===== config.mk =====
export PLATFORM = sky130hd
export DESIGN_NAME = one_shot_pulse_timer
export DESIGN_NICKNAME = d
export VERILOG_FILES = /design/src/pulse_timer_pkg.sv /design/src/master_tick.sv /design/src/code_filter.sv /design/src/one_shot_pulse_timer.sv
export SDC_FILE = /design/constraint.sdc
export NUM_CORES = 1
export LEC_CHECK = 0
export BUFFER_PORTS_ARGS = -buffer_cell sky130_fd_sc_hd__buf_4
export CORE_MARGIN = 3
export CORE_UTILIZATION = 60
export CTS_BUF_LIST = sky130_fd_sc_hd__clkbuf_2 sky130_fd_sc_hd__clkbuf_4 sky130_fd_sc_hd__clkbuf_8
export CTS_CLUSTER_DIAMETER = 200
export DETAILED_ROUTE_END_ITERATION = 12
export PLACE_DENSITY = 0.92
export SLEW_MARGIN = 25
export SYNTH_ARGS = -nofsm -noshare
export SYNTH_HDL_FRONTEND = slang
export SYNTH_HIERARCHICAL = 1
export SYNTH_SLANG_ARGS = --single-unit

===== constraint.sdc =====
create_clock -name clk_in -period 5.1 [get_ports clk_in]
set_input_delay 0.765 -clock clk_in [delete_from_list [all_inputs] [get_ports clk_in]]
set_output_delay 0.765 -clock clk_in [all_outputs]
set_load 0.05 [all_outputs]

===== src/pulse_timer_pkg.sv =====
// Shared constants for the one-shot pulse timer
package pulse_timer_pkg;
  localparam int          CODE_W          = 4;
  localparam int          CODE_POL_BIT    = 3;
  localparam int          CNT_W           = 22;
  localparam logic [3:0]  CODE_RST        = 4'h0;
  localparam int          START_MASTER    = 500;
  localparam int          FILT_SCALE      = 16;
  localparam int          FILT_OFFSET     = 6;
  localparam int          FILT_W          = 12;
  localparam int          REARM_CYC       = 2;
  localparam logic [2:0]  REARM_CYC_W     = 3'h2;
  localparam logic [31:0] MASTER_DIV_DFLT = 32'h0000007D;
  localparam logic [1:0]  ADDR_CTRL       = 2'h0;
  localparam logic [1:0]  ADDR_STATUS     = 2'h1;
  localparam logic [1:0]  ADDR_CODE       = 2'h2;
  localparam int          CTRL_FALL_BIT   = 0;
  localparam int          CTRL_RETRIG_BIT = 1;
  localparam int          CTRL_MSTOP_BIT  = 2;
  localparam logic [1:0]  RESP_OKAY       = 2'h0;
  localparam logic [1:0]  RESP_SLVERR     = 2'h2;

  typedef enum logic [1:0] {
    ST_START = 2'b00,
    ST_IDLE  = 2'b01,
    ST_PULSE = 2'b10,
    ST_REARM = 2'b11
  } state_e;

  // Divide ratio for a setting code; upper half mirrors the lower half
  function automatic logic [CNT_W-1:0] ratio_of(input logic [3:0] code);
    logic [2:0] k;
    k = code[3] ? ~code[2:0] : code[2:0];
    ratio_of = CNT_W'(1) << (3 * k);
  endfunction
endpackage


===== src/master_tick.sv =====
// Master oscillator tick divider
`timescale 1ns/1ns
module master_tick (
  // Clock and reset
  input  wire logic        clk_in,
  input  wire logic        rst_n_in,
  // Control
  input  wire logic [31:0] div_in,
  input  wire logic        stop_in,
  input  wire logic        restart_in,
  // Tick
  output logic             tick_out
);
  typedef struct packed {
    logic [31:0] cnt;
    logic        tick;
  } st_s;
  st_s s_q, s_d;

  always_comb begin
    s_d = s_q;
    s_d.tick = 1'b0;
    // A restart realigns the period to the accepted trigger edge
    if (restart_in) begin
      s_d.cnt = 32'h0;
    end else if (!stop_in) begin
      if (s_q.cnt + 32'h1 >= div_in) begin
        s_d.cnt = 32'h0;
        s_d.tick = 1'b1;
      end else begin
        s_d.cnt = s_q.cnt + 32'h1;
      end
    end
  end

  always_ff @(posedge clk_in) begin
    if (!rst_n_in) begin
      s_q <= '0;
    end else begin
      s_q <= s_d;
    end
  end

  assign tick_out = s_q.tick;
endmodule


===== src/code_filter.sv =====
// Setting code filter: accepts a new code only after it has stayed stable
`timescale 1ns/1ns
module code_filter (
  // Clock and reset
  input  wire logic       clk_in,
  input  wire logic       rst_n_in,
  // Master tick and raw code
  input  wire logic       tick_in,
  input  wire logic [3:0] raw_in,
  // Accepted code
  output logic [3:0]      code_out
);
  typedef struct packed {
    logic [3:0]  code;
    logic [3:0]  cand;
    logic [11:0] cnt;
  } st_s;
  st_s s_q, s_d;

  function automatic logic [11:0] settle_of(input logic [3:0] a,
                                            input logic [3:0] b);
    logic [3:0] diff;
    diff = (a > b) ? a - b : b - a;
    settle_of = 12'(pulse_timer_pkg::FILT_SCALE *
                    (int'(diff) + pulse_timer_pkg::FILT_OFFSET));
  endfunction

  always_comb begin
    s_d = s_q;
    if (raw_in != s_q.cand) begin
      s_d.cand = raw_in;
      s_d.cnt  = 12'h0;
    end else if (tick_in && s_q.cand != s_q.code) begin
      if (s_q.cnt + 12'h1 >= settle_of(s_q.cand, s_q.code)) begin
        s_d.code = s_q.cand;
        s_d.cnt  = 12'h0;
      end else begin
        s_d.cnt = s_q.cnt + 12'h1;
      end
    end
  end

  always_ff @(posedge clk_in) begin
    if (!rst_n_in) begin
      s_q <= '0;
    end else begin
      s_q <= s_d;
    end
  end

  assign code_out = s_q.code;

  code_jump_a: assert property (@(posedge clk_in) disable iff (!rst_n_in)
    s_q.code != $past(s_q.code) |-> s_q.code == $past(s_q.cand))
    else $error("code changed to a value that was not the stable one");
endmodule


===== src/one_shot_pulse_timer.sv =====
// One-shot pulse timer core with AXI4-Lite control
// Contract
// - A 4-bit setting code picks both the divide ratio and the polarity.
// - Code MSB is the output invert bit: 0 gives high pulses, 1 low pulses.
// - Exactly eight ratios exist: 1, 8, 64, 512, 4096, 2^15, 2^18, 2^21.
// - Codes 0-7 give 8^code; code 15-k gives the same ratio as code k.
// - An accepted edge sets the latch and starts timing; reaching width ends it.
// - Pulse length is the ratio times one master period.
// - An option picks rising or falling trigger edges, never both.
// - Without retrigger, edges are ignored during the pulse and a rearm time.
// - With retrigger, each edge in a pulse restarts timing, without limit.
// - A stopped master oscillator holds an active pulse until it resumes.
// - After reset the output stays low for 500 master periods.
// - After start-up the output goes to its idle level, then edges count.
// - A new code takes effect only after it is stable, with no jumps between.
`timescale 1ns/1ns
module one_shot_pulse_timer (
  // Clock and reset
  input  wire logic        clk_in,
  input  wire logic        rst_n_in,
  // Trigger and setting
  input  wire logic        trigger_input_in,
  input  wire logic [3:0]  setting_code_in,
  // Pulse output
  output logic             pulse_out,
  // AXI4-Lite write address
  input  wire logic [31:0] s_axi_awaddr_in,
  input  wire logic        s_axi_awvalid_in,
  output logic             s_axi_awready_out,
  // AXI4-Lite write data
  input  wire logic [31:0] s_axi_wdata_in,
  input  wire logic [3:0]  s_axi_wstrb_in,
  input  wire logic        s_axi_wvalid_in,
  output logic             s_axi_wready_out,
  // AXI4-Lite write response
  output logic [1:0]       s_axi_bresp_out,
  output logic             s_axi_bvalid_out,
  input  wire logic        s_axi_bready_in,
  // AXI4-Lite read address
  input  wire logic [31:0] s_axi_araddr_in,
  input  wire logic        s_axi_arvalid_in,
  output logic             s_axi_arready_out,
  // AXI4-Lite read data
  output logic [31:0]      s_axi_rdata_out,
  output logic [1:0]       s_axi_rresp_out,
  output logic             s_axi_rvalid_out,
  input  wire logic        s_axi_rready_in
);
  typedef struct packed {
    pulse_timer_pkg::state_e st;
    logic [21:0]             cnt;
    logic [8:0]              start_cnt;
    logic [2:0]              rearm;
    logic                    trigger_input_prev;
    logic                    pulse;
    logic [2:0]              ctrl;
    logic [31:0]             mdiv;
    logic                    aw_got;
    logic [1:0]              aw_idx;
    logic                    aw_bad;
    logic                    w_got;
    logic [31:0]             wdata;
    logic [3:0]              wstrb;
    logic                    bvalid;
    logic [1:0]              bresp;
    logic                    rvalid;
    logic [31:0]             rdata;
    logic [1:0]              rresp;
    logic                    awready;
    logic                    wready;
    logic                    arready;
  } st_s;
  st_s s_q, s_d;

  logic       tick;
  logic       restart;
  logic [3:0] code;
  logic       inv;
  logic       edge_seen;
  logic [21:0] ratio;

  master_tick u_tick (
    .clk_in   (clk_in),
    .rst_n_in (rst_n_in),
    .div_in   (s_q.mdiv),
    .stop_in  (s_q.ctrl[pulse_timer_pkg::CTRL_MSTOP_BIT]),
    .restart_in (restart),
    .tick_out (tick)
  );

  code_filter u_filter (
    .clk_in   (clk_in),
    .rst_n_in (rst_n_in),
    .tick_in  (tick),
    .raw_in   (setting_code_in),
    .code_out (code)
  );

  assign inv   = code[pulse_timer_pkg::CODE_POL_BIT];
  assign ratio = pulse_timer_pkg::ratio_of(code);
  // Edge sense chosen by the control bit
  assign edge_seen = s_q.ctrl[pulse_timer_pkg::CTRL_FALL_BIT]
                     ? (s_q.trigger_input_prev && !trigger_input_in)
                     : (!s_q.trigger_input_prev && trigger_input_in);
  // Accepted edges restart the master divider so a pulse spans whole periods
  assign restart = edge_seen &&
                   (s_q.st == pulse_timer_pkg::ST_IDLE ||
                    (s_q.st == pulse_timer_pkg::ST_PULSE &&
                     s_q.ctrl[pulse_timer_pkg::CTRL_RETRIG_BIT]));

  always_comb begin
    logic [31:0] rd;
    rd = 32'h0;
    s_d = s_q;
    s_d.trigger_input_prev = trigger_input_in;

    case (s_q.st)
      pulse_timer_pkg::ST_START: begin
        s_d.pulse = 1'b0;
        if (tick) begin
          if (s_q.start_cnt ==
              9'(pulse_timer_pkg::START_MASTER - 1)) begin
            s_d.st = pulse_timer_pkg::ST_IDLE;
            s_d.pulse = inv;
          end else begin
            s_d.start_cnt = s_q.start_cnt + 9'h1;
          end
        end
      end
      pulse_timer_pkg::ST_IDLE: begin
        s_d.pulse = inv;
        if (edge_seen) begin
          s_d.st = pulse_timer_pkg::ST_PULSE;
          s_d.pulse = !inv;
          s_d.cnt = 22'h0;
        end
      end
      pulse_timer_pkg::ST_PULSE: begin
        s_d.pulse = !inv;
        if (edge_seen &&
            s_q.ctrl[pulse_timer_pkg::CTRL_RETRIG_BIT]) begin
          s_d.cnt = 22'h0;
        end else if (tick) begin
          if (s_q.cnt + 22'h1 >= ratio) begin
            s_d.pulse = inv;
            s_d.cnt = 22'h0;
            s_d.rearm = 3'h0;
            s_d.st = s_q.ctrl[pulse_timer_pkg::CTRL_RETRIG_BIT]
                     ? pulse_timer_pkg::ST_IDLE
                     : pulse_timer_pkg::ST_REARM;
          end else begin
            s_d.cnt = s_q.cnt + 22'h1;
          end
        end
      end
      pulse_timer_pkg::ST_REARM: begin
        s_d.pulse = inv;
        if (s_q.rearm + 3'h1 >= pulse_timer_pkg::REARM_CYC_W) begin
          s_d.st = pulse_timer_pkg::ST_IDLE;
        end else begin
          s_d.rearm = s_q.rearm + 3'h1;
        end
      end
      default: begin
        s_d.st = pulse_timer_pkg::ST_START;
      end
    endcase

    // Write channel: address and data in either order
    if (s_axi_awvalid_in && !s_q.aw_got && !s_q.bvalid) begin
      s_d.aw_got = 1'b1;
      s_d.aw_idx = s_axi_awaddr_in[3:2];
      s_d.aw_bad = (s_axi_awaddr_in[31:4] != 28'h0) ||
                   (s_axi_awaddr_in[3:2] == 2'h3);
    end
    if (s_axi_wvalid_in && !s_q.w_got && !s_q.bvalid) begin
      s_d.w_got = 1'b1;
      s_d.wdata = s_axi_wdata_in;
      s_d.wstrb = s_axi_wstrb_in;
    end
    if (s_q.aw_got && s_q.w_got) begin
      s_d.aw_got = 1'b0;
      s_d.w_got = 1'b0;
      s_d.bvalid = 1'b1;
      s_d.bresp = pulse_timer_pkg::RESP_OKAY;
      if (s_q.aw_bad) begin
        s_d.bresp = pulse_timer_pkg::RESP_SLVERR;
      end else if (s_q.aw_idx == pulse_timer_pkg::ADDR_CTRL) begin
        if (s_q.wstrb[0]) begin
          s_d.ctrl = s_q.wdata[2:0];
        end
      end else if (s_q.aw_idx == pulse_timer_pkg::ADDR_CODE) begin
        for (int b = 0; b < 4; b++) begin
          if (s_q.wstrb[b]) begin
            s_d.mdiv[8*b +: 8] = s_q.wdata[8*b +: 8];
          end
        end
      end else begin
        s_d.bresp = pulse_timer_pkg::RESP_SLVERR;
      end
    end
    if (s_q.bvalid && s_axi_bready_in) begin
      s_d.bvalid = 1'b0;
    end

    // Read channel
    if (s_axi_arvalid_in && !s_q.rvalid) begin
      s_d.rvalid = 1'b1;
      s_d.rresp = pulse_timer_pkg::RESP_OKAY;
      case (s_axi_araddr_in[3:2])
        pulse_timer_pkg::ADDR_CTRL: rd = {29'h0, s_q.ctrl};
        pulse_timer_pkg::ADDR_STATUS: rd = {24'h0, code, 1'b0,
                                            s_q.pulse, s_q.st};
        pulse_timer_pkg::ADDR_CODE: rd = s_q.mdiv;
        default: s_d.rresp = pulse_timer_pkg::RESP_SLVERR;
      endcase
      if (s_axi_araddr_in[31:4] != 28'h0) begin
        rd = 32'h0;
        s_d.rresp = pulse_timer_pkg::RESP_SLVERR;
      end
      s_d.rdata = rd;
    end else if (s_q.rvalid && s_axi_rready_in) begin
      s_d.rvalid = 1'b0;
    end
    // Ready flags are registered from the next state of the holding flags
    s_d.awready = !s_d.aw_got && !s_d.bvalid;
    s_d.wready  = !s_d.w_got && !s_d.bvalid;
    s_d.arready = !s_d.rvalid;
  end

  always_ff @(posedge clk_in) begin
    if (!rst_n_in) begin
      s_q <= '0;
      s_q.st <= pulse_timer_pkg::ST_START;
      s_q.mdiv <= pulse_timer_pkg::MASTER_DIV_DFLT;
      s_q.awready <= 1'b1;
      s_q.wready <= 1'b1;
      s_q.arready <= 1'b1;
    end else begin
      s_q <= s_d;
    end
  end

  assign pulse_out = s_q.pulse;
  assign s_axi_awready_out = s_q.awready;
  assign s_axi_wready_out  = s_q.wready;
  assign s_axi_bvalid_out  = s_q.bvalid;
  assign s_axi_bresp_out   = s_q.bresp;
  assign s_axi_arready_out = s_q.arready;
  assign s_axi_rvalid_out  = s_q.rvalid;
  assign s_axi_rdata_out   = s_q.rdata;
  assign s_axi_rresp_out   = s_q.rresp;

  start_low_a: assert property (@(posedge clk_in) disable iff (!rst_n_in)
    s_q.st == pulse_timer_pkg::ST_START |-> !s_q.pulse)
    else $error("output not low during start-up");
  idle_level_a: assert property (@(posedge clk_in) disable iff (!rst_n_in)
    s_q.st == pulse_timer_pkg::ST_IDLE && $past(s_q.st) ==
    pulse_timer_pkg::ST_IDLE |-> s_q.pulse == $past(inv))
    else $error("idle level does not follow invert bit");
  edge_starts_a: assert property (@(posedge clk_in) disable iff (!rst_n_in)
    s_q.st == pulse_timer_pkg::ST_IDLE && edge_seen |=>
    s_q.st == pulse_timer_pkg::ST_PULSE && s_q.cnt == 22'h0
    && s_q.pulse != inv)
    else $error("accepted edge did not start a pulse");
  stop_holds_a: assert property (@(posedge clk_in) disable iff (!rst_n_in)
    s_q.st == pulse_timer_pkg::ST_PULSE && !tick && !edge_seen |=>
    s_q.st == pulse_timer_pkg::ST_PULSE && $stable(s_q.cnt))
    else $error("pulse moved without a master tick");
  width_end_a: assert property (@(posedge clk_in) disable iff (!rst_n_in)
    s_q.st == pulse_timer_pkg::ST_PULSE && tick && !edge_seen &&
    s_q.cnt + 22'h1 >= ratio |=> s_q.st != pulse_timer_pkg::ST_PULSE)
    else $error("pulse did not end at the ratio");
  retrig_clear_a: assert property (@(posedge clk_in) disable iff (!rst_n_in)
    s_q.st == pulse_timer_pkg::ST_PULSE && edge_seen &&
    s_q.ctrl[1] |=> s_q.cnt == 22'h0 &&
    s_q.st == pulse_timer_pkg::ST_PULSE)
    else $error("retrigger did not restart timing");
  no_retrig_a: assert property (@(posedge clk_in) disable iff (!rst_n_in)
    s_q.st == pulse_timer_pkg::ST_PULSE && edge_seen && !s_q.ctrl[1]
    && !tick |=> $stable(s_q.cnt))
    else $error("edge disturbed a non-retriggerable pulse");
  rearm_len_a: assert property (@(posedge clk_in) disable iff (!rst_n_in)
    $rose(s_q.st == pulse_timer_pkg::ST_REARM) |->
    (s_q.st == pulse_timer_pkg::ST_REARM)[*2] ##1
    s_q.st == pulse_timer_pkg::ST_IDLE)
    else $error("rearm interval length wrong");
  ratio_map_a: assert property (@(posedge clk_in) disable iff (!rst_n_in)
    ratio == (22'h1 << (3 * (code[3] ? 4'hF - code : code))) &&
    (ratio == 22'h1 || ratio == 22'h8 || ratio == 22'h40 ||
     ratio == 22'h200 || ratio == 22'h1000 || ratio == 22'h8000 ||
     ratio == 22'h40000 || ratio == 22'h200000))
    else $error("divide ratio outside the eight settings");
  edge_sense_a: assert property (@(posedge clk_in) disable iff (!rst_n_in)
    edge_seen |-> trigger_input_in != s_q.ctrl[0] &&
    s_q.trigger_input_prev == s_q.ctrl[0])
    else $error("edge of the wrong direction accepted");
  start_done_a: assert property (@(posedge clk_in) disable iff (!rst_n_in)
    s_q.st == pulse_timer_pkg::ST_START && tick &&
    s_q.start_cnt == 9'(pulse_timer_pkg::START_MASTER - 1) |=>
    s_q.st == pulse_timer_pkg::ST_IDLE && s_q.pulse == $past(inv))
    else $error("start-up did not end at the idle level");
  count_step_a: assert property (@(posedge clk_in) disable iff (!rst_n_in)
    s_q.st == pulse_timer_pkg::ST_PULSE && tick && !edge_seen &&
    s_q.cnt + 22'h1 < ratio |=> s_q.cnt == $past(s_q.cnt) + 22'h1)
    else $error("pulse count did not advance on a tick");
  rearm_entry_a: assert property (@(posedge clk_in) disable iff (!rst_n_in)
    s_q.st == pulse_timer_pkg::ST_PULSE && tick && !edge_seen &&
    !s_q.ctrl[1] && s_q.cnt + 22'h1 >= ratio |=>
    s_q.st == pulse_timer_pkg::ST_REARM)
    else $error("non-retriggerable pulse skipped the rearm time");
  timing_restart_a: assert property (@(posedge clk_in) disable iff (!rst_n_in)
    restart |=> !tick)
    else $error("accepted edge did not restart the master timing");
endmodule


==> Yosys cells after proc, flatten, opt, wreduce, memory -nomap -nowiden <==
Index checks and enable logic that the tools add are counted.
{ "classes": {"mul": 1, "n_eq_ne": 19, "reduce_logical": 50, "n_mux": 45, "bitwise_logic": 6, "n_lt_le_gt_ge": 5, "n_addsub": 8, "shifts": 1} }
{ "ops": {"columns": ["operator", "n"], "rows": [
  ["32-bit one-hot mux with 3 select lines", 1],
  ["32-bit 2-to-1 mux", 2],
  ["28-bit nonzero test", 2],
  ["24-bit 2-to-1 mux", 2],
  ["22-bit 2-to-1 mux", 2],
  ["22-bit one-hot mux with 2 select lines", 1],
  ["37-bit 2-to-1 mux", 1],
  ["32-bit by 1-bit adder with 32-bit output (second input constant)", 1],
  ["32-bit greater-or-equal comparator", 1],
  ["5-bit AND reduction", 5],
  ["22-bit by 1-bit adder with 22-bit output (second input constant)", 1],
  ["22-bit greater-or-equal comparator", 1],
  ["2-bit 2-to-1 mux", 11],
  ["1-bit by 5-bit << shifter with 22-bit output (first input constant)", 1],
  ["3-bit 2-to-1 mux", 6],
  ["1-bit logical AND", 16],
  ["1-bit 2-to-1 mux", 13],
  ["12-bit by 1-bit adder with 12-bit output (second input constant)", 1],
  ["12-bit greater-or-equal comparator", 1],
  ["12-bit 2-to-1 mux", 1],
  ["1-bit zero test", 11],
  ["2-bit equality test (second input constant)", 5],
  ["2-bit inequality test (second input constant)", 5],
  ["9-bit by 1-bit adder with 9-bit output (second input constant)", 1],
  ["other kinds (25)", 43]
]} }
{ "word_totals": {"wordCells": 165, "output_inout_bits": 42, "inputBits": 112, "regBits": 208} }

==> Logic depth before layout (Yosys ltp) <==
Gate-level depths: netlist (run 1).
{ "logic_depth": {"word_depth": 9, "ltp_mapped": 18, "mapped_depth_nobuf": 17} }

==> Hierarchy <==
Netlist (run 1), hierarchy kept.
{ "by_module_without_submodules": {"columns": ["module", "seq_area_each_um2", "area_each_um2", "cells_each", "n_inst"], "rows": [
  ["one_shot_pulse_timer", 3062.9, 7526.0, 897, 1],
  ["master_tick", 660.6, 2716.4, 334, 1],
  ["code_filter", 400.4, 1572.8, 181, 1]
]} }

==> Worst setup path after synthesis (run 1) <==
Ideal clock, no wire load.
{ "synth_timing": {"kind": "register to register", "start": "register, netlist name s_q[131]", "end": "register, netlist name s_q[133]", "synth_period_minus_slack_ps": 3833, "n_path_buf": 3, "setup_time_ps": 59, "slack_ps": 1267, "required_time_ps": 5041, "path_stages_with_launch": 16, "arrival_ps": 3774, "cell_sequence": "dfxtp_1 -> ha_1 -> buf_2 -> nand4_1 -> or4_1 -> buf_2 -> or3_1 -> xor2_1 -> inv_1 -> ha_1 -> and3_1 -> o41a_1 -> a2111o_1 -> buf_2 -> o31ai_1 -> a22o_1"} }

==> Worst setup path after layout (run 1) <==
{ "layout_timing": {"start": "register u_tick/s_q[2] (netlist bit)", "end": "register u_tick/s_q[18] (netlist bit)"} }
{ "layout_via": {"elab_chain_cells": 3} }
{ "layout_rtl": {"columns": ["element", "line_no", "text"], "rows": [
  ["from (decl)", "master_tick.sv:18", "st_s s_q, s_d;"],
  ["from (signal assigned)", "master_tick.sv:38", "s_q <= '0;"],
  ["from (signal assigned)", "master_tick.sv:40", "s_q <= s_d;"],
  ["32-bit by 1-bit adder with 32-bit output (*)", "master_tick.sv:27, master_tick.sv:31", null],
  ["32-bit greater-or-equal comparator", "master_tick.sv:27", "if (s_q.cnt + 32'h1 >= div_in) begin"],
  ["32-bit 2-to-1 mux (*)", "master_tick.sv:27", null]
]} }
Every way passes the cells marked *; elsewhere a longest branch is shown, timed or not.
A chain may end at the register's enable or synchronous reset.

==> flow_summary.ini, run 1 <==
[outcome]
outcome = finished, final reports clean

[detailed_routing]
dr.pass1.iters = 5
drt_iter0_drc = 938
drtAntennaViolNets = 0
drc = 0
wl_per_cell_um = 17.0
drt_wl_total_mm = 30.1
avgViaCountPerCell = 6.05
via_count = 10729

[power]
cellPowerDensity_nw_per_um2 = 264
irDropWorstVdd_mv = 0.195
leakagePower_nw = 5.42

[timing]
setup_ws_ns = 0.464
max_slew_margin = 0.274
maxSlewViolCount = 0
grt_setup_unrepaired = no
final.setup.tns_ns = 0
hold_violations = 0
worst_pin_slew_ns = 1.09
setup_violations = 0
fin_crit_sh = 0.909
min_period_ns = 4.64
timing.fmax_mhz = 216
finClkSkew_ns = 0.0342

[clocking]
cts_buffers = 35
cts_buffer_depth = 3
post_cts_resized = 0
clk_pin_slew_ns = 0.06
clock_latency_ns = 0.54
cts.sinks = 206
cts_tree = done
htree_levels = 2
ctsHoldBuffers = 0
post-cts-setup-buffer-count = 0
cts_root_buffer = clkbuf_8

[final_layout]
antenna_cells = 0
nNetsFinal = 1669
layout_common_cells = 227 x nand2_1, 206 x dfxtp_1, 157 x buf_4
drive_gt1_frac = 0.166
area_growth_syn_to_layout_pct = 13.8
mostFrequentLayoutCell = nand2_1

[floorplanning]
die_area_um2 = 21400
coreArea_um2 = 19000
row_count = 50
fp.dieH_um = 146
die_w_um = 146
io_pins = 154
initial_core_util = 0.621

[placement]
hpwl_mm = 21.2
io_buffers = 147
gp_congestion = 0.896
pre_cts_slack_ns = 0.241

[global_route]
grt_overflow = 0
antenna_found_initial = 0
grt_pass1_wl_mm = 49.3
track_usage = 0.270
grt_pass1_vias = 10335
grt_start_max_net_pins = 121

[yosys]
ys_seq_area_frac = 0.349
ys_warn_count = 6
ys_ff_latch = 206
async_flop_share = 0
netlist_instances = 1412
syn_area_per_cell_um2 = 8.37
synth_flop_cell = dfxtp_1
synth_cell_types = 84
synth_area_um2 = 11800
synth-edff-count = 0

[worst_setup_path]
critPathArrivalTime_ns = 5.07
worstPathMaxFanout = 16
critical_path_class = reg2reg
cp-end-kind = flip-flop
startpoint_type = flip-flop
critPathRequiredTime_ns = 5.54

[min_path]
hold_path_class = reg2reg

[run]
drv_cap = 0
-- worst paths after layout --
check                                                start                          end  slack [ns]  cells after the start
worst max-delay path            u_tick/s_q[2]$_SDFFE_PP0N_  u_tick/s_q[18]$_SDFFE_PP0N_        0.46                     14
worst min-delay path                  s_q[51]$_SDFFE_PN0P_         s_q[88]$_SDFFE_PN1P_        0.44                      2
worst max register to register  u_tick/s_q[2]$_SDFFE_PP0N_  u_tick/s_q[18]$_SDFFE_PP0N_        0.46                     14
worst min register to register        s_q[51]$_SDFFE_PN0P_         s_q[88]$_SDFFE_PN1P_        0.44                      2
-- area by class of cell --
type                            count  area, µm²
Clock buffer                       51        639
Tap cell                          260        325
Timing Repair Buffer              157       1180
Fill cell                        1415       5570
Multi-Input combinational cell   1025       6830
Clock inverter                      9        110
Sequential cell                   206       4120
Inverter                           64        240
-- synth_stat cells (8+ instances only) --
library cell | count | area (µm²)
a21boi_0 | 69 | 518
a21oi_1 | 37 | 185
a22oi_1 | 36 | 270
a32o_1 | 15 | 150
and2_1 | 32 | 200
and3_1 | 13 | 81.3
and4_1 | 8 | 70.1
buf_2 | 15 | 75.1
buf_4 | 45 | 338
clkbuf_1 | 56 | 210
dfxtp_1 | 206 | 4120
ha_1 | 66 | 826
inv_1 | 64 | 240
mux2i_1 | 21 | 210
nand2_1 | 228 | 856
nand2b_1 | 14 | 87.6
nand3_1 | 76 | 380
nand4_1 | 30 | 188
nor2_1 | 36 | 135
nor2b_1 | 55 | 344
nor3_1 | 22 | 110
nor4_1 | 29 | 181
o211ai_1 | 8 | 60.1
o21ai_0 | 23 | 115
o31ai_1 | 15 | 113
or3_1 | 9 | 56.3
xnor2_1 | 33 | 289
xor2_1 | 21 | 184
-- flip-flops by register name (all words and copies together) (netlist names) --
signal and cells:
s_q 113, s_axi_arready_out 1, s_axi_bresp_out 1, s_axi_rresp_out 1, s_axi_awready_out 1, u_tick/tick_out 1, u_tick/s_q 32, u_filter/code_out 4
pulse_out 1, s_axi_wready_out 1, s_axi_rdata_out 32, u_filter/s_q 16, s_axi_rvalid_out 1, s_axi_bvalid_out 1
-- per-stage QoR --
stage	power, mW	util	area [µm²]	hold slack [ns]	std cells
after detailed placement	1.97	0.668	12700	0.456	1712
after floorplan	1.86	-	11800	0.424	1413
final	3.55	0.707	13400	0.443	1772
after global routing	3.67	0.707	13400	0.467	1772
after global placement	1.96	0.667	12700	0.437	1712
after CTS	3.57	0.707	13400	0.441	1772
-- routing by layer --
metal,vias to the layer above,share of wire,GRT usage
met5,-,0,0
li1,5148,-,-
met2,492,0.46,0.441
met1,5012,0.42,0.349
met4,0,0.032,0.104
met3,77,0.087,0.0621
-- cells by family (layout without fill, tap and decap cells) --
kind of cell | after synthesis | in the layout | synth area share
and+or+nand+nor | 591 | 591 | 0.260
AOI/OAI and AO/OA | 288 | 288 | 0.185
DFF | 206 | 206 | 0.349
buffers and inverters | 182 | 281 | 0.0738
adders and majority gates | 68 | 68 | 0.0733
xor gates and xnor gates | 55 | 55 | 0.0414
muxes | 21 | 21 | 0.0178
other | 1 | 2 | 0.000317
-- worst max-delay path, cell delays in order, from the launching register on --
cell and delay (ns):
dfxtp_1 0.48, ha_1 0.34, and3_4 0.30, nand3_4 0.13, nor3_4 0.28, and3_1 0.25
xor2_1 0.23, ha_1 0.30, a21oi_1 0.16, nand2_1 0.07, a21oi_1 0.18, nand3_1 0.27
nor2_2 0.67, nand2_1 0.54, o31ai_1 0.34
-- power by group --
group	leakage [nW]	internal [mW]	switching, mW
sequential	1.67	1.64	0.0253
clock	0.397	0.914	0.694
combinational	3.35	0.125	0.148
total	5.42	2.68	0.867
Power figures use the tool's default switching activity.
==> run 2: changes to the inputs <==
--- a/config.mk
+++ b/config.mk
@@ -5,13 +5,14 @@
 export SDC_FILE = /design/constraint.sdc
 export NUM_CORES = 1
 export LEC_CHECK = 0
+export ABC_CLOCK_PERIOD_IN_PS = 5100
 export BUFFER_PORTS_ARGS = -buffer_cell sky130_fd_sc_hd__buf_4
 export CORE_MARGIN = 3
-export CORE_UTILIZATION = 60
+export CORE_UTILIZATION = 40
 export CTS_BUF_LIST = sky130_fd_sc_hd__clkbuf_2 sky130_fd_sc_hd__clkbuf_4 sky130_fd_sc_hd__clkbuf_8
 export CTS_CLUSTER_DIAMETER = 200
 export DETAILED_ROUTE_END_ITERATION = 12
-export PLACE_DENSITY = 0.92
+export PLACE_DENSITY = 0.69
 export SLEW_MARGIN = 25
 export SYNTH_ARGS = -nofsm -noshare
 export SYNTH_HDL_FRONTEND = slang
==> constraint.sdc (replaced) <==
create_clock -name clk_in -period 5.1 [get_ports clk_in]
set_input_delay 0 -clock clk_in [delete_from_list [all_inputs] [get_ports clk_in]]
set_output_delay 0 -clock clk_in [all_outputs]
set_load 0.05 [all_outputs]
==> run 2 against run 1 <==
  * Cell area is 6.2% higher
  * Maximum frequency is 5.9% higher
  * Critical path depth is 1 lower
  * Via count down 1.3%
  * Wire length rose by 1.8%
  * Power grew 5.1%
  * Setup slack gained 0.26 ns
  * Sequential power about the same
  * Clock-buffer cell count up 13
  * Register-to-register slack improved by 0.26 ns
  * Global-route usage fell by 7.8 points
  * Clock skew shrank 0.0048 ns
  * Critical endpoint is now s_q[139]$_SDFFE_PN0P_
  * Highest routed layer unchanged
==> flow_summary.ini, run 2 (synthesis results as in run 1) <==
[outcome]
outcome = finished, final reports clean

[timing]
max_slew_margin = 0.459
maxSlewViolCount = 0
final.setup.tns_ns = 0
hold_ws_ns = 0.0355
worst_pin_slew_ns = 0.811
fin_crit_sh = 0.858
timing.fmax_mhz = 228
grt_setup_unrepaired = no
min_period_ns = 4.38
hold_violations = 0
setup_violations = 0
finClkSkew_ns = 0.0294

[floorplanning]
die_w_um = 178
die_area_um2 = 31600
io_pins = 154
initial_core_util = 0.408
coreArea_um2 = 28900
row_count = 62
fp.dieH_um = 178

[worst_setup_path]
worst-path-buf-inv = 2
critical_path_class = reg2reg
crit_family = simple AND/OR/NAND/NOR gates
critPathArrivalTime_ns = 4.87
slowest_delay_ns = 0.60
cp-end-kind = flip-flop
cpMaxStageDelayCell = or4_1
startpoint_type = flip-flop
cpMostUsedCell = ha_1
crit_chain = ha_1 > nand4_1 > or4_1 > or3_1 > xor2_1 > inv_1 > ha_1 > and3_1 > o41a_1 > a2111o_1 > buf_4 > nor4_1 > a211o_1
critPathRequiredTime_ns = 5.59
worstPathMaxFanout = 23

[min_path]
hold_path_class = in2reg

[detailed_routing]
drt_iter0_drc = 665
drc = 0
wl_per_cell_um = 15.6
drt_wl_total_mm = 30.6
drtAntennaViolNets = 0
avgViaCountPerCell = 5.39
dr.pass1.iters = 6
via_count = 10588

[final_layout]
drive_gt1_frac = 0.166
layout_common_cells = 228 x nand2_1, 206 x dfxtp_1, 162 x buf_4
regMostFlops = s_q
fin_util = 0.493
mostFrequentLayoutCell = nand2_1
nNetsFinal = 1732
largest_register_ffs = 113
area_growth_syn_to_layout_pct = 20.9
stdcell_count = 1964
antenna_cells = 0

[power]
total_power_mw = 3.73
leakagePower_nw = 5.73
cellPowerDensity_nw_per_um2 = 261
irDropWorstVdd_mv = 0.140

[clocking]
cts_tree = done
cts_buffer_depth = 3
post-cts-setup-buffer-count = 0
htree_levels = 2
clk_pin_slew_ns = 0.06
clock_latency_ns = 0.55
cts_buffers = 39
cts_root_buffer = clkbuf_8
cts.sinks = 206

[placement]
io_buffers = 147
hpwl_mm = 21.0
gp_congestion = 0.839
place_inst = 1841

[run]
drv_cap = 0

[global_route]
grt_start_max_net_pins = 80
antenna_found_initial = 0
grt_overflow = 0
grt_pass1_wl_mm = 50.5
track_usage = 0.192
grt_pass1_vias = 10204
[run 2: worst min-delay path: stages]
cell	delay, ns
buf_4	0.10
nor3b_1	0.19
mux2i_1	0.16
nor2b_1	0.05
[run 2: layer usage]
layer | up-vias | GRT usage | part of all wire
met4 | 0 | 0.0527 | 0.021
met1 | 4976 | 0.254 | 0.46
met2 | 285 | 0.320 | 0.46
met3 | 47 | 0.0351 | 0.058
met5 | - | 0 | 0
li1 | 5280 | - | -
[run 2: power by group]
part	total (mW)	switching [mW]	internal, mW
registers	1.67	0.0265	1.64
clock network	1.75	0.719	1.03
logic	0.312	0.160	0.152
[run 2: metrics by stage]
| stage | instance area (µm²) | worst slack (ns) |
|---|---|---|
| final | 14300 | 0.722 |
| after global routing | 14300 | 0.403 |
| after CTS | 14300 | 0.800 |
| after detailed placement | 12900 | 0.819 |
| after global placement | 12900 | 0.964 |
| after floorplan | 11800 | 1.27 |
[run 2: area by class of cell]
cell class	count	area (µm²)
Timing Repair Buffer	216	1760
Clock buffer	64	787
Fill cell	2729	14700
Inverter	64	240
Tap cell	384	480
Multi-Input combinational cell	1025	6830
Clock inverter	5	63.8
Sequential cell	206	4120
[run 2: repair_timing]
| item | in CTS | in global routing |
|---|---|---|
| hold buffers | 54 | 0 |
| gates resized for setup | 0 | 0 |
| endpoints found under the hold margin | 52 | 0 |
[run 2: worst paths after layout]
check	startpoint	endpoint	slack (ns)	cells past startpoint
hold reg to reg	s_q[120]$_SDFFE_PN0P_	s_q[120]$_SDFFE_PN0P_	0.46	2
hold / removal	s_axi_awvalid_in	s_q[80]$_SDFFE_PN0P_	0.04	4
setup reg to reg	s_q[131]$_SDFFE_PN0P_	s_q[139]$_SDFFE_PN0P_	0.72	13
setup / recovery	s_q[131]$_SDFFE_PN0P_	s_q[139]$_SDFFE_PN0P_	0.72	13
